<file path="src/abgo_pkg.sv">
// Purpose: constants and types for the A/B path gain and offset bank
// Assumes: classic Wishbone slave, 32-bit data, byte addressed words
// Notes: printed offsets are register indices; byte address is index*4
//
// What this block does
// - Config 0x01 bit 5 selects single ended inputs for A and B, reset 0.
// - Config 0x03 bit 0 enables pull-ups and fault reporting, reset 0.
// - With sensing on, any floating A or B input raises the sensor error.
// - Each path has a three bit coarse gain, code times 6 dB, reset 0.
// - Coarse gain is never changed by temperature or automatic compensation.
// - Coarse offsets A and B at 0x08 and 0x09, signed byte, reset 0.
// - Coarse offset code is steps of 40 mV, low five bits carry value.
// - Dynamic gain bytes at 0x0A and 0x0B, unsigned, reset 0.
// - Dynamic offset bytes at 0x0C and 0x0D, signed 2 mV, reset 0.
// - Compensation off: fine values come straight from the dynamic registers.
// - Compensation on: fine values come from the compensation logic.
// - Dynamic registers hold software value unless adaption overwrites them.
package abgo_pkg;
  localparam logic [5:0] IDX_CONFIG1 = 6'h01;
  localparam logic [5:0] IDX_CONFIG3 = 6'h03;
  localparam logic [5:0] IDX_COARSE_GAIN = 6'h07;
  localparam logic [5:0] IDX_STATIC_OFS_A = 6'h08;
  localparam logic [5:0] IDX_STATIC_OFS_B = 6'h09;
  localparam logic [5:0] IDX_TRIM_GAIN_A = 6'h0A;
  localparam logic [5:0] IDX_TRIM_GAIN_B = 6'h0B;
  localparam logic [5:0] IDX_TRIM_OFS_A = 6'h0C;
  localparam logic [5:0] IDX_TRIM_OFS_B = 6'h0D;
  localparam logic [5:0] IDX_STATUS = 6'h10;
  localparam int SINGLE_ENDED_BIT = 5;
  localparam int FAULT_SENSE_BIT = 0;
  localparam int GAIN_A_LSB = 0;
  localparam int GAIN_B_LSB = 3;
  localparam int MAX_STATIC_GAIN = 6;
  localparam logic [7:0] RESET_BYTE = 8'h00;
  localparam logic [2:0] RESET_GAIN = 3'h0;
  typedef struct packed {
    logic [7:0] gain;
    logic [7:0] offset;
  } abgo_fine_t;
  typedef struct packed {
    logic [2:0] static_gain;
    logic [7:0] static_offset;
    abgo_fine_t fine;
  } abgo_path_t;
endpackage

</file>
<file path="src/abgo_bank.sv">
// Purpose: A/B path gain and offset configuration bank
// Assumes: Wishbone classic, one clock, synchronous reset
// Notes: adaption and compensation values come from outside logic
`timescale 1ns/1ps
`default_nettype none
module abgo_bank (
  input wire logic clk_i,
  input wire logic rst_i,
  input wire logic wb_cyc_i,
  input wire logic wb_stb_i,
  input wire logic wb_we_i,
  input wire logic [7:0] wb_adr_i,
  input wire logic [3:0] wb_sel_i,
  input wire logic [31:0] wb_dat_i,
  output logic [31:0] wb_dat_o,
  output logic wb_ack_o,
  input wire logic [3:0] input_float_i,
  input wire logic temp_comp_en_i,
  input wire logic [1:0] temp_comp_valid_i,
  input wire abgo_pkg::abgo_fine_t temp_fine_a_i,
  input wire abgo_pkg::abgo_fine_t temp_fine_b_i,
  input wire logic adapt_en_i,
  input wire logic [1:0] adapt_wr_i,
  input wire abgo_pkg::abgo_fine_t adapt_a_i,
  input wire abgo_pkg::abgo_fine_t adapt_b_i,
  output logic ab_single_ended_sel_o,
  output logic ab_fault_sense_en_o,
  output logic sensor_error_o,
  output abgo_pkg::abgo_path_t path_a_o,
  output abgo_pkg::abgo_path_t path_b_o
);
  import abgo_pkg::*;

  ////////////////////////////////////////////////////////////////////////
  logic [3:0] float_s;
  abgo_sync #(
    .W(4)
  ) u_sync (
    .clk_i(clk_i),
    .rst_i(rst_i),
    .d_i(input_float_i),
    .q_o(float_s)
  );

  function automatic logic [7:0] lane_merge(input logic [7:0] old_v,
                                            input logic [7:0] new_v,
                                            input logic en);
    lane_merge = en ? new_v : old_v;
  endfunction

  // One strobe per mapped register index
  typedef struct packed {
    logic config1;
    logic config3;
    logic coarse_gain;
    logic stat_ofs_a;
    logic stat_ofs_b;
    logic trim_gain_a;
    logic trim_gain_b;
    logic trim_ofs_a;
    logic trim_ofs_b;
    logic status;
  } abgo_hit_t;

  // One decoder for both directions keeps the map in a single place
  function automatic abgo_hit_t decode_idx(input logic [5:0] i);
    abgo_hit_t h;
    h = '0;
    if (i == IDX_CONFIG1) begin
      h.config1 = 1'b1;
    end else if (i == IDX_CONFIG3) begin
      h.config3 = 1'b1;
    end else if (i == IDX_COARSE_GAIN) begin
      h.coarse_gain = 1'b1;
    end else if (i == IDX_STATIC_OFS_A) begin
      h.stat_ofs_a = 1'b1;
    end else if (i == IDX_STATIC_OFS_B) begin
      h.stat_ofs_b = 1'b1;
    end else if (i == IDX_TRIM_GAIN_A) begin
      h.trim_gain_a = 1'b1;
    end else if (i == IDX_TRIM_GAIN_B) begin
      h.trim_gain_b = 1'b1;
    end else if (i == IDX_TRIM_OFS_A) begin
      h.trim_ofs_a = 1'b1;
    end else if (i == IDX_TRIM_OFS_B) begin
      h.trim_ofs_b = 1'b1;
    end else if (i == IDX_STATUS) begin
      h.status = 1'b1;
    end
    return h;
  endfunction

  // Compensation results are held until a fresh one arrives
  function automatic abgo_fine_t fine_pick(input logic comp_en,
                                           input logic comp_valid,
                                           input abgo_fine_t comp_v,
                                           input abgo_fine_t held_v,
                                           input logic [7:0] trim_gain,
                                           input logic [7:0] trim_ofs);
    abgo_fine_t f;
    f.gain = trim_gain;
    f.offset = trim_ofs;
    if (comp_en) begin
      f = comp_valid ? comp_v : held_v;
    end
    return f;
  endfunction

  ////////////////////////////////////////////////////////////////////////
  logic ab_single_ended_sel_q, ab_single_ended_sel_d;
  logic ab_fault_sense_en_q, ab_fault_sense_en_d;
  logic [2:0] path_a_static_gain_q, path_a_static_gain_d;
  logic [2:0] path_b_static_gain_q, path_b_static_gain_d;
  logic [7:0] path_a_static_offset_q, path_a_static_offset_d;
  logic [7:0] path_b_static_offset_q, path_b_static_offset_d;
  logic [7:0] path_a_trim_gain_q, path_a_trim_gain_d;
  logic [7:0] path_b_trim_gain_q, path_b_trim_gain_d;
  logic [7:0] path_a_trim_offset_q, path_a_trim_offset_d;
  logic [7:0] path_b_trim_offset_q, path_b_trim_offset_d;
  logic sensor_error_q, sensor_error_d;
  logic ack_q, ack_d;
  logic [31:0] rdata_q, rdata_d;
  abgo_path_t path_a_q, path_a_d;
  abgo_path_t path_b_q, path_b_d;
  logic [5:0] idx;
  logic req, wr;
  logic [7:0] wb0;
  logic [7:0] cfg1_v, cfg3_v, cgain_v;
  abgo_hit_t hit;
  abgo_hit_t wsel;

  assign idx = wb_adr_i[7:2];
  // Single cycle answer; ack drops the cycle after
  assign req = wb_cyc_i && wb_stb_i && !ack_q;
  assign wr = req && wb_we_i && wb_sel_i[0];
  assign wb0 = wb_dat_i[7:0];
  assign hit = decode_idx(idx);
  // Write strobes only; a read never disturbs state
  assign wsel = wr ? hit : '0;

  always_comb begin
    cfg1_v = 8'h00;
    cfg1_v[SINGLE_ENDED_BIT] = ab_single_ended_sel_q;
    cfg3_v = 8'h00;
    cfg3_v[FAULT_SENSE_BIT] = ab_fault_sense_en_q;
    cgain_v = {2'h0, path_b_static_gain_q, path_a_static_gain_q};
  end

  ////////////////////////////////////////////////////////////////////////
  always_comb begin
    ab_single_ended_sel_d = ab_single_ended_sel_q;
    ab_fault_sense_en_d = ab_fault_sense_en_q;
    path_a_static_gain_d = path_a_static_gain_q;
    path_b_static_gain_d = path_b_static_gain_q;
    path_a_static_offset_d = path_a_static_offset_q;
    path_b_static_offset_d = path_b_static_offset_q;
    path_a_trim_gain_d = path_a_trim_gain_q;
    path_b_trim_gain_d = path_b_trim_gain_q;
    path_a_trim_offset_d = path_a_trim_offset_q;
    path_b_trim_offset_d = path_b_trim_offset_q;
    // Static fields only ever take bus writes
    if (wsel.config1) begin
      ab_single_ended_sel_d = wb0[SINGLE_ENDED_BIT];
    end else if (wsel.config3) begin
      ab_fault_sense_en_d = wb0[FAULT_SENSE_BIT];
    end else if (wsel.coarse_gain) begin
      path_a_static_gain_d = wb0[GAIN_A_LSB +: 3];
      path_b_static_gain_d = wb0[GAIN_B_LSB +: 3];
    end else if (wsel.stat_ofs_a) begin
      path_a_static_offset_d = wb0;
    end else if (wsel.stat_ofs_b) begin
      path_b_static_offset_d = wb0;
    end
    // Software writes hold; an adapt_wr_i strobe with adaption enabled wins over them
    if (adapt_en_i && adapt_wr_i[0]) begin
      path_a_trim_gain_d = adapt_a_i.gain;
      path_a_trim_offset_d = adapt_a_i.offset;
    end else begin
      path_a_trim_gain_d = lane_merge(path_a_trim_gain_q, wb0,
                                      wsel.trim_gain_a);
      path_a_trim_offset_d = lane_merge(path_a_trim_offset_q, wb0,
                                        wsel.trim_ofs_a);
    end
    if (adapt_en_i && adapt_wr_i[1]) begin
      path_b_trim_gain_d = adapt_b_i.gain;
      path_b_trim_offset_d = adapt_b_i.offset;
    end else begin
      path_b_trim_gain_d = lane_merge(path_b_trim_gain_q, wb0,
                                      wsel.trim_gain_b);
      path_b_trim_offset_d = lane_merge(path_b_trim_offset_q, wb0,
                                        wsel.trim_ofs_b);
    end
  end

  always_ff @(posedge clk_i) begin
    if (rst_i) begin
      ab_single_ended_sel_q <= 1'b0;
      ab_fault_sense_en_q <= 1'b0;
      path_a_static_gain_q <= RESET_GAIN;
      path_b_static_gain_q <= RESET_GAIN;
      path_a_static_offset_q <= RESET_BYTE;
      path_b_static_offset_q <= RESET_BYTE;
      path_a_trim_gain_q <= RESET_BYTE;
      path_b_trim_gain_q <= RESET_BYTE;
      path_a_trim_offset_q <= RESET_BYTE;
      path_b_trim_offset_q <= RESET_BYTE;
    end else begin
      ab_single_ended_sel_q <= ab_single_ended_sel_d;
      ab_fault_sense_en_q <= ab_fault_sense_en_d;
      path_a_static_gain_q <= path_a_static_gain_d;
      path_b_static_gain_q <= path_b_static_gain_d;
      path_a_static_offset_q <= path_a_static_offset_d;
      path_b_static_offset_q <= path_b_static_offset_d;
      path_a_trim_gain_q <= path_a_trim_gain_d;
      path_b_trim_gain_q <= path_b_trim_gain_d;
      path_a_trim_offset_q <= path_a_trim_offset_d;
      path_b_trim_offset_q <= path_b_trim_offset_d;
    end
  end

  ////////////////////////////////////////////////////////////////////////
  always_comb begin
    // Level, not sticky: follows the pins while sensing is on
    sensor_error_d = ab_fault_sense_en_q && (|float_s);
    // Coarse fields pass through untouched by any compensation
    path_a_d.static_gain = path_a_static_gain_q;
    path_b_d.static_gain = path_b_static_gain_q;
    path_a_d.static_offset = path_a_static_offset_q;
    path_b_d.static_offset = path_b_static_offset_q;
    // Fine values follow trim registers unless compensation is on
    path_a_d.fine = fine_pick(temp_comp_en_i, temp_comp_valid_i[0],
                              temp_fine_a_i, path_a_q.fine,
                              path_a_trim_gain_q,
                              path_a_trim_offset_q);
    path_b_d.fine = fine_pick(temp_comp_en_i, temp_comp_valid_i[1],
                              temp_fine_b_i, path_b_q.fine,
                              path_b_trim_gain_q,
                              path_b_trim_offset_q);
  end

  always_ff @(posedge clk_i) begin
    if (rst_i) begin
      sensor_error_q <= 1'b0;
      path_a_q <= '0;
      path_b_q <= '0;
    end else begin
      sensor_error_q <= sensor_error_d;
      path_a_q <= path_a_d;
      path_b_q <= path_b_d;
    end
  end

  ////////////////////////////////////////////////////////////////////////
  always_comb begin
    ack_d = req;
    rdata_d = 32'h0000_0000;
    if (req && !wb_we_i) begin
      if (hit.config1) begin
        rdata_d[7:0] = cfg1_v;
      end else if (hit.config3) begin
        rdata_d[7:0] = cfg3_v;
      end else if (hit.coarse_gain) begin
        rdata_d[7:0] = cgain_v;
      end else if (hit.stat_ofs_a) begin
        rdata_d[7:0] = path_a_static_offset_q;
      end else if (hit.stat_ofs_b) begin
        rdata_d[7:0] = path_b_static_offset_q;
      end else if (hit.trim_gain_a) begin
        rdata_d[7:0] = path_a_trim_gain_q;
      end else if (hit.trim_gain_b) begin
        rdata_d[7:0] = path_b_trim_gain_q;
      end else if (hit.trim_ofs_a) begin
        rdata_d[7:0] = path_a_trim_offset_q;
      end else if (hit.trim_ofs_b) begin
        rdata_d[7:0] = path_b_trim_offset_q;
      end else if (hit.status) begin
        // Read only; a write to it is dropped
        rdata_d[0] = sensor_error_q;
      end
    end
  end

  always_ff @(posedge clk_i) begin
    if (rst_i) begin
      ack_q <= 1'b0;
      rdata_q <= 32'h0000_0000;
    end else begin
      ack_q <= ack_d;
      rdata_q <= rdata_d;
    end
  end

  assign wb_ack_o = ack_q;
  assign wb_dat_o = rdata_q;
  assign ab_single_ended_sel_o = ab_single_ended_sel_q;
  assign ab_fault_sense_en_o = ab_fault_sense_en_q;
  assign sensor_error_o = sensor_error_q;
  assign path_a_o = path_a_q;
  assign path_b_o = path_b_q;
endmodule
`default_nettype wire

</file>
<file path="src/abgo_sync.sv">
// Purpose: two flop synchroniser for a bus of pin levels
// Assumes: levels change slowly compared to clk_i
// Notes: first stage feeds only the second
`timescale 1ns/1ps
`default_nettype none
module abgo_sync #(
  parameter int W = 4
) (
  input wire logic clk_i,
  input wire logic rst_i,
  input wire logic [W-1:0] d_i,
  output logic [W-1:0] q_o
);
  logic [W-1:0] s1_q;
  logic [W-1:0] s2_q;
  always_ff @(posedge clk_i) begin
    if (rst_i) begin
      s1_q <= '0;
      s2_q <= '0;
    end else begin
      s1_q <= d_i;
      s2_q <= s1_q;
    end
  end
  assign q_o = s2_q;
endmodule
`default_nettype wire

</file>
<file path="config.mk">
export PLATFORM = sky130hd
export DESIGN_NAME = abgo_bank
export DESIGN_NICKNAME = d
export VERILOG_FILES = /design/src/abgo_pkg.sv /design/src/abgo_bank.sv /design/src/abgo_sync.sv
export SDC_FILE = /design/constraint.sdc
export NUM_CORES = 1
export LEC_CHECK = 0
export ABC_AREA = 1
export BUFFER_PORTS_ARGS = -buffer_cell sky130_fd_sc_hd__buf_2
export CAP_MARGIN = 30
export CORE_ASPECT_RATIO = 0.9
export CORE_MARGIN = 2
export CORE_UTILIZATION = 51
export CTS_BUF_LIST = sky130_fd_sc_hd__clkbuf_2 sky130_fd_sc_hd__clkbuf_4 sky130_fd_sc_hd__clkbuf_8
export CTS_CLUSTER_DIAMETER = 100
export DETAILED_ROUTE_END_ITERATION = 6
export GPL_TIMING_DRIVEN = 0
export PLACE_DENSITY = 0.8
export SLEW_MARGIN = 20
export SYNTH_ARGS = -nofsm -noshare
export SYNTH_HDL_FRONTEND = slang
export SYNTH_SLANG_ARGS = --single-unit
</file>
<file path="constraint.sdc">
create_clock -name clk_i -period 1.55 [get_ports clk_i]
set_input_delay 0.2325 -clock clk_i [delete_from_list [all_inputs] [get_ports clk_i]]
set_output_delay 0.2325 -clock clk_i [all_outputs]
set_load 0.03 [all_outputs]
</file>
==> results.md, run 1 <==
* Outcome: finished, violations left
* Violated checks: DRC
* Slowest CP cell: dfxtp_2
* CTS Buf Count at 17
* Placed instance count at 1120
* Syn-to-layout area delta at 28.52%
* First-pass GRT wire length at 25.81 mm
* Max Cap Viol at 0
* DRC viols at 2
* Crit. End Element: register
* Clk sink count at between 100 and 150
* Tmin final at 1475 ps
* Global placement routability congestion at between 0.9 and 1
* Pin count of the biggest net entering global routing at 17
* Fin Clk Skew at approximately 13 ps
* Synth Register Bits at ~130
* Post-Syn Area at just under 6000 um2
* Max transition margin at 60.46%
* CTS tree: built
* Post-Layout Cell Count at 1163
* Worst Setup Path Type: reg2reg
* Final setup viols at 0
* Fmax at 0.6779 GHz
* YS warnings at 0
* Internal Power at between 0.005 and 0.006 W
* Crit Path Max Fanout at 7
* Maximum VDD drop at 0.6990 mV
* Via count at 5777
* Vias/cell at 4.967
* WL per Instance at around 14 um
* Delay-heaviest family, CP: compound AO/OA/AOI/OAI gates
* Synth Area per Inst at 7.380 um2
* Layout cells sized above 1 at 27.00%
* Full die area at approximately 12000 um2
* Slew Limit Fails at 0
* Initial antenna violation count at 0
* CP max stage delay at 350 ps
* Root buffer cell: clkbuf_8
* WP buf/inv at 2
* Die Wd at 116.5 um
* Final Cycle Share at 95.17%
* Seq pwr share at between 40% and 50%
* Starting Density at 53.06%
* Diode count at 0
* Remaining global-route overflow at 0
* Final Core Density at about 68%
* Detailed-placement wirelength estimate at 12.63 mm
* Distinct cells, synth at 39
* IO Pins at 213
* I/O Buffers at ~160
* Most common cell after layout, fill and taps aside: buf_2
* Combinational power share at 12.4%
* Mapped Cells at approximately 790
* Crit start category: register
* GRT Total Usage at 27.38%
* Reg clk slew, reported paths at 80 ps
* Commonest cells after routing, fill and taps aside: buf_2, inv_1, nand2_1
* Core ar. at 10950 um2
* Final Hold Fails at 0
* Switch Pwr at 0.001992 W
* Final net count at ~1100
* RSZ-0062 raised after global routing: true
* Vias in the first global route at 5221
* Arr. time, crit path at 1780 ps
* Data required, critical path at 1860 ps
* Worst-Skew Late Latency at about 440 ps
* Leak at 3.740 nW
* CP Cell Sequence: nor2_4, nand3_4, o21ai_4, buf_6, clkbuf_4, a31oi_1
* Sw frac at approximately a quarter
* Final WL at about 17 mm
* Worst-margin pin slew at between 500 and 600 ps
* Die Y-Extent at 105.2 um
* Clock Path Buffers at 2
* Core Rows at 36
* DRT iter0 DRCs at 539
* Type of the most critical hold path: in2reg
* First-pass iteration count of the detailed router at 7
* Clock Power Share at between 40% and 50%
* Sequential share of the synthesized area at roughly 44%
* Power per cell area at between 1000 and 1500 nW/um2
* H-tree depth at 4
* ANT nets after route at 0
## power groups by stage
stage / logic (W) / registers (W) / clock network (W)
finish: 0.000977 / 0.00348 / 0.00340
global route: 0.00107 / 0.00349 / 0.00356
CTS: 0.000946 / 0.00348 / 0.00342
detailed placement: 0.000933 / 0.00355 / 0
global placement: 0.000922 / 0.00355 / 0
floorplan: 0.000526 / 0.00362 / 0
## state kept, by name (all words and copies together) (netlist names)
register	count
ab_fault_sense_en_o	1
path_b_trim_offset_q	8
u_sync.s1_q	4
wb_dat_o	8
wb_ack_o	1
ab_single_ended_sel_o	1
path_b_static_offset_q	8
path_a_static_offset_q	8
path_b_static_gain_q	3
sensor_error_o	1
u_sync.q_o	4
path_a_o	27
path_b_trim_gain_q	8
path_a_trim_gain_q	8
path_a_trim_offset_q	8
path_a_static_gain_q	3
path_b_o	27
## synthesized netlist by cell type (all sizes together)
library cell	count	area, um2
o22ai	1	6.260
dfxtp	128	2562
nand4	10	62.56
o2111ai	1	8.760
buf	40	292.8
or2	2	12.51
nand3	41	242.7
nand2	143	559.3
nor3	4	25.02
a31oi	24	150.1
o211ai	15	112.6
nand3b	1	7.510
a311oi	1	8.760
nor4	1	6.260
a211oi	6	65.06
o221ai	1	8.760
conb	1	3.750
clkinv	2	8.750
nor2	82	365.3
o21ai	86	475.5
a22oi	1	7.510
clkbuf	20	75.07
inv	144	540.5
a21oi	24	120.1
o211a	8	80.08
## metrics by stage
stage,worst slack [ps],hold WS [ps],power [W],instance area [um2],TNS [ps]
floorplan,45.18,332.2,0.004151,5894,0
global placement,-219.5,389.2,0.004472,6875,-1565
detailed placement,-253.1,395.7,0.004486,6875,-2261
CTS,15.92,31.76,0.007847,7386,0
global route,-2.140,26.53,0.008120,7465,-2.140
finish,74.79,44.24,0.007857,7465,0
## cell families after synthesis
family | after synthesis | synth area share [%]
AOI/OAI and AO/OA | 168 | 17.97
and+or+nand+nor | 284 | 22.06
DFF | 128 | 44.12
other | 1 | 0.06457
buffers and inverters | 206 | 15.79
## final timing paths
kind	from	to	slack (ps)	depth (start not counted)
max	wb_ack_o	path_b_trim_offset_q[2]	70	6
min	rst_i	wb_ack_o	40	2
max reg2reg	wb_ack_o	path_b_trim_offset_q[2]	70	6
min reg2reg	u_sync.s1_q[0]	u_sync.q_o[0]	400	2
## worst reg2reg max path, stage by stage (launching register included)
cell,delay (ps)
dfxtp_2,350
nor2_4,100
nand3_4,210
o21ai_4,290
buf_6,150
clkbuf_4,170
a31oi_1,90
## per-layer routing
metal	vias to the layer above	track usage, %	part of all wire, %
met3	32	5.233	10
met5	-	0	0
li1	2887	-	-
met4	0	9.779	1.9
met1	2578	37.94	43
met2	280	42.44	44
## area by class of cell
class / instances / area, um2
plain buffers: 60 / 377.9
clock buffers: 20 / 256.5
inverters: 146 / 551.8
multi-input cells: 476 / 2427
well taps: 152 / 190.2
fillers: 963 / 3481
clock inverters: 12 / 214.0
flip-flops and latches: 128 / 2564
repair buffers: 169 / 883.3
## repair_timing
action                                  4_1_cts  5_1_grt
pin swaps                                     1        3
buffers inserted                              0        7
endpoints found under the setup margin        2       17
resized for setup                             1       10
hold buffers                                  4        0
hold endpoints to repair                      4        0
(Power assumes the default switching activity.)
==> inputs of run 2 (changes only) <==
- CELL_PAD_IN_SITES_DETAIL_PLACEMENT: not set -> 0
- CELL_PAD_IN_SITES_GLOBAL_PLACEMENT: not set -> 1
- CORE_UTILIZATION: 51 -> 36
- PLACE_DENSITY: 0.8 -> not set
- PLACE_DENSITY_LB_ADDON: not set -> 0.3
==> run 2 against run 1 <==
Compared with the run above:
- the run now ends clean
- register-to-register slack barely moved
- via count fell by 2.2%
- sequential share of layout area fell by 0.38 points
- final area rose by 1.1%
- maximum frequency rose by 0.73%
- global-route usage fell by 5.8 points
- final cell count rose by 5.3%
- clock power fell by 6%
- sequential power barely moved
==> results.md, run 2 (synthesis results as in run 1) <==
* Number of fillers in the final layout at 1742 (+81%)
* Root buffer cell: clkbuf_8
* Hold wc startpoint: adapt_b_i[15]
* Fmax at 0.6828 GHz (+0.73%)
* Crit Path Max Fanout at 10 (+3)
* Reg clk slew, reported paths at 80 ps (about the same)
* Final Hold Fails at 0 (unchanged)
* Tot Pwr at 0.007682 W (-2.2%)
* H-tree depth at 4 (unchanged)
* Combinational power share at 12.9% (+0.5 points)
* Clock Path Buffers at 2 (unchanged)
* Internal Power at 0.005614 W (-4.3%)
* Die Wd at 137.9 um (+18%)
* Initial antenna violation count at 1 (+1)
* Pin count of the biggest net entering global routing at 17 (unchanged)
* Core Rows at 44 (+22%)
* Global placement routability congestion at 0.8709 (-3.6%)
* WL met1 at 8.572 mm (+18%)
* CP max stage delay at 330 ps (-20 ps)
* Metal2 WL at 8.114 mm (+9.0%)
* Fin Clk Skew at 7.933 ps (-5.360 ps)
* ANT nets after route at 0 (unchanged)
* Worst-Skew Late Latency at 450 ps (about the same)
* DRC viols at 0 (-2)
* Delay-heaviest family, CP: compound AO/OA/AOI/OAI gates
* DR WL met3 at 1.391 mm (-20%)
* WL per Instance at 15.05 um (+4.5%)
* Crit. End Element: register
* First-pass GRT wire length at 27.38 mm (+6.1%)
* Worst Hold Path EP: path_b_trim_gain_q[7]
* Sw frac at 26.92% (+1.6 points)
* Final Cycle Share at 94.48% (-0.69 points)
* Top sig layer: met4
* Starting Density at 36.38% (-17 points)
* Core ar. at 15970 um2 (+46%)
* Max Cap Viol at 0 (unchanged)
* Clk sink count at 128 (unchanged)
* Syn-to-layout area delta at 29.97%
* Post-Layout Cell Count at 1225 (+5.3%)
* Final net count at 1127 (+0.54%)
* Leak at 3.756 nW (+0.42%)
* Clock Power Share at 41.7% (-1.5 points)
* Type of the most critical hold path: in2reg
* Data required, critical path at 1930 ps (+70 ps)
* Full die area at 17170 um2 (+40%)
* IO Pins at 213 (unchanged)
* Power per cell area at 1018 nW/um2 (-3.3%)
* Slew Limit Fails at 0 (unchanged)
* Vias in the first global route at 5056 (-3.2%)
* CP Cell Sequence: nor2_2, nand3_4, buf_12, o21ai_4, buf_4, o21ai_1, a31oi_1
* Via count at 5650 (-2.2%)
* Worst-margin pin slew at 606.5 ps (+13.50 ps)
* Maximum VDD drop at 0.5585 mV (-20%)
* Detailed-placement wirelength estimate at 14.04 mm (+11%)
* Crit start category: register
* I/O Buffers at 158 (unchanged)
* Setup TNS at 0 ps (unchanged)
* Placed instance count at 1175 (+4.9%)
* Remaining global-route overflow at 0 (unchanged)
* Final setup viols at 0 (unchanged)
* Most common cell after layout, fill and taps aside: buf_2
* Final WL at 18.44 mm (+10%)
* WP buf/inv at 2 (unchanged)
* First-pass iteration count of the detailed router at 5 (-2)
* Worst R2R End: path_b_trim_offset_q[6]
* Worst Reg-to-Reg Cells at 7 (+1)
* Layout cells sized above 1 at 27.43% (+0.43 points)
* CTS Buf Count at 17 (unchanged)
* Worst reg2reg setup slack at 90 ps (about the same)
* Outcome: complete, no violations
* DRT iter0 DRCs at 318 (-41%)
* Tmin final at 1464 ps (-10.71 ps)
* GRT Total Usage at 21.55% (-5.8 points)
* Worst Setup Path Type: reg2reg
* Die Y-Extent at 124.5 um (+18%)
* CTS tree: built
* Max transition margin at 59.56% (-0.90 points)
* Switch Pwr at 0.002068 W (+3.8%)
* Slowest CP cell: dfxtp_2
* RSZ-0062 raised after global routing: false
* Arr. time, crit path at 1840 ps (+60 ps)
* Vias/cell at 4.612 (-7.1%)
* Commonest cells after routing, fill and taps aside: buf_2, inv_1, nand2_1
* Seq pwr share at 45.3% (+1.0 points)
* Hold path cells at 3 (+1)
* Critical R2R Launch: wb_ack_o
==> run 2: worst max path at each step <==
| stage | from | endpoint | slack, ps | cells after the start |
|---|---|---|---|---|
| after global placement | wb_adr_i[7] | wb_dat_o[6] | -290 | 9 |
| after global routing | wb_ack_o | path_b_trim_gain_q[7] | 6 | 7 |
| after CTS | wb_ack_o | path_a_static_offset_q[3] | 7 | 7 |
| after detailed placement | wb_adr_i[7] | wb_dat_o[6] | -280 | 9 |
| final | wb_ack_o | path_b_trim_offset_q[6] | 90 | 7 |
| after floorplan | wb_ack_o | path_b_static_offset_q[5] | 50 | 7 |
==> run 2: tightest hold or removal path, delay by kind of cell <==
kind                   cells  cell delay (ps)
buffers and inverters      1              100
AO/OA/AOI/OAI              1               70
AND/OR/NAND/NOR            1               50
==> run 2: final cells by class <==
class | instances | area [um2] | share of cell area, %
repair buffers | 175 | 938.4 | 12.43
clock buffers | 21 | 276.5 | 3.663
clock inverters | 11 | 161.4 | 2.138
diodes | 1 | 2.502 | 0.03315
plain buffers | 60 | 367.9 | 4.873
well taps | 207 | 259.0 | 3.431
inverters | 146 | 549.3 | 7.277
multi-input cells | 476 | 2430 | 32.19
flip-flops and latches | 128 | 2564 | 33.96
==> run 2: per-stage QoR <==
step	cell area, um2	setup slack [ps]	util [%]	hold WS, ps
6_report	7548	85.50	47.28	36.82
5_1_grt	7548	6.211	47.28	39.25
3_3_place_gp	6944	-295.0	43.50	393.0
3_5_place_dp	6944	-277.9	43.50	393.3
4_1_cts	7450	7.080	46.66	11.70
2_1_floorplan	5894	45.18	-	332.2
==> run 2: per-layer routing <==
metal | vias up | global-route usage [%]
met5 | - | 0
li1 | 2894 | -
met1 | 2522 | 30.71
met4 | 0 | 7.863
met3 | 22 | 4.721
met2 | 212 | 31.77
==> run 2: repair_timing <==
action	in CTS	in global routing
hold endpoints to repair	5	0
pin swaps	2	6
resized for setup	1	4
gates cloned	0	2
setup buffers	2	8
setup endpoints to repair	3	28
hold buffers	5	0
==> run 2: power groups by stage <==
stage	logic, W	registers (W)	clock network [W]
finish	0.000995	0.00348	0.00320
floorplan	0.000526	0.00362	0
global placement	0.000955	0.00356	0
CTS	0.000973	0.00348	0.00325
global route	0.00109	0.00349	0.00338
detailed placement	0.000956	0.00356	0
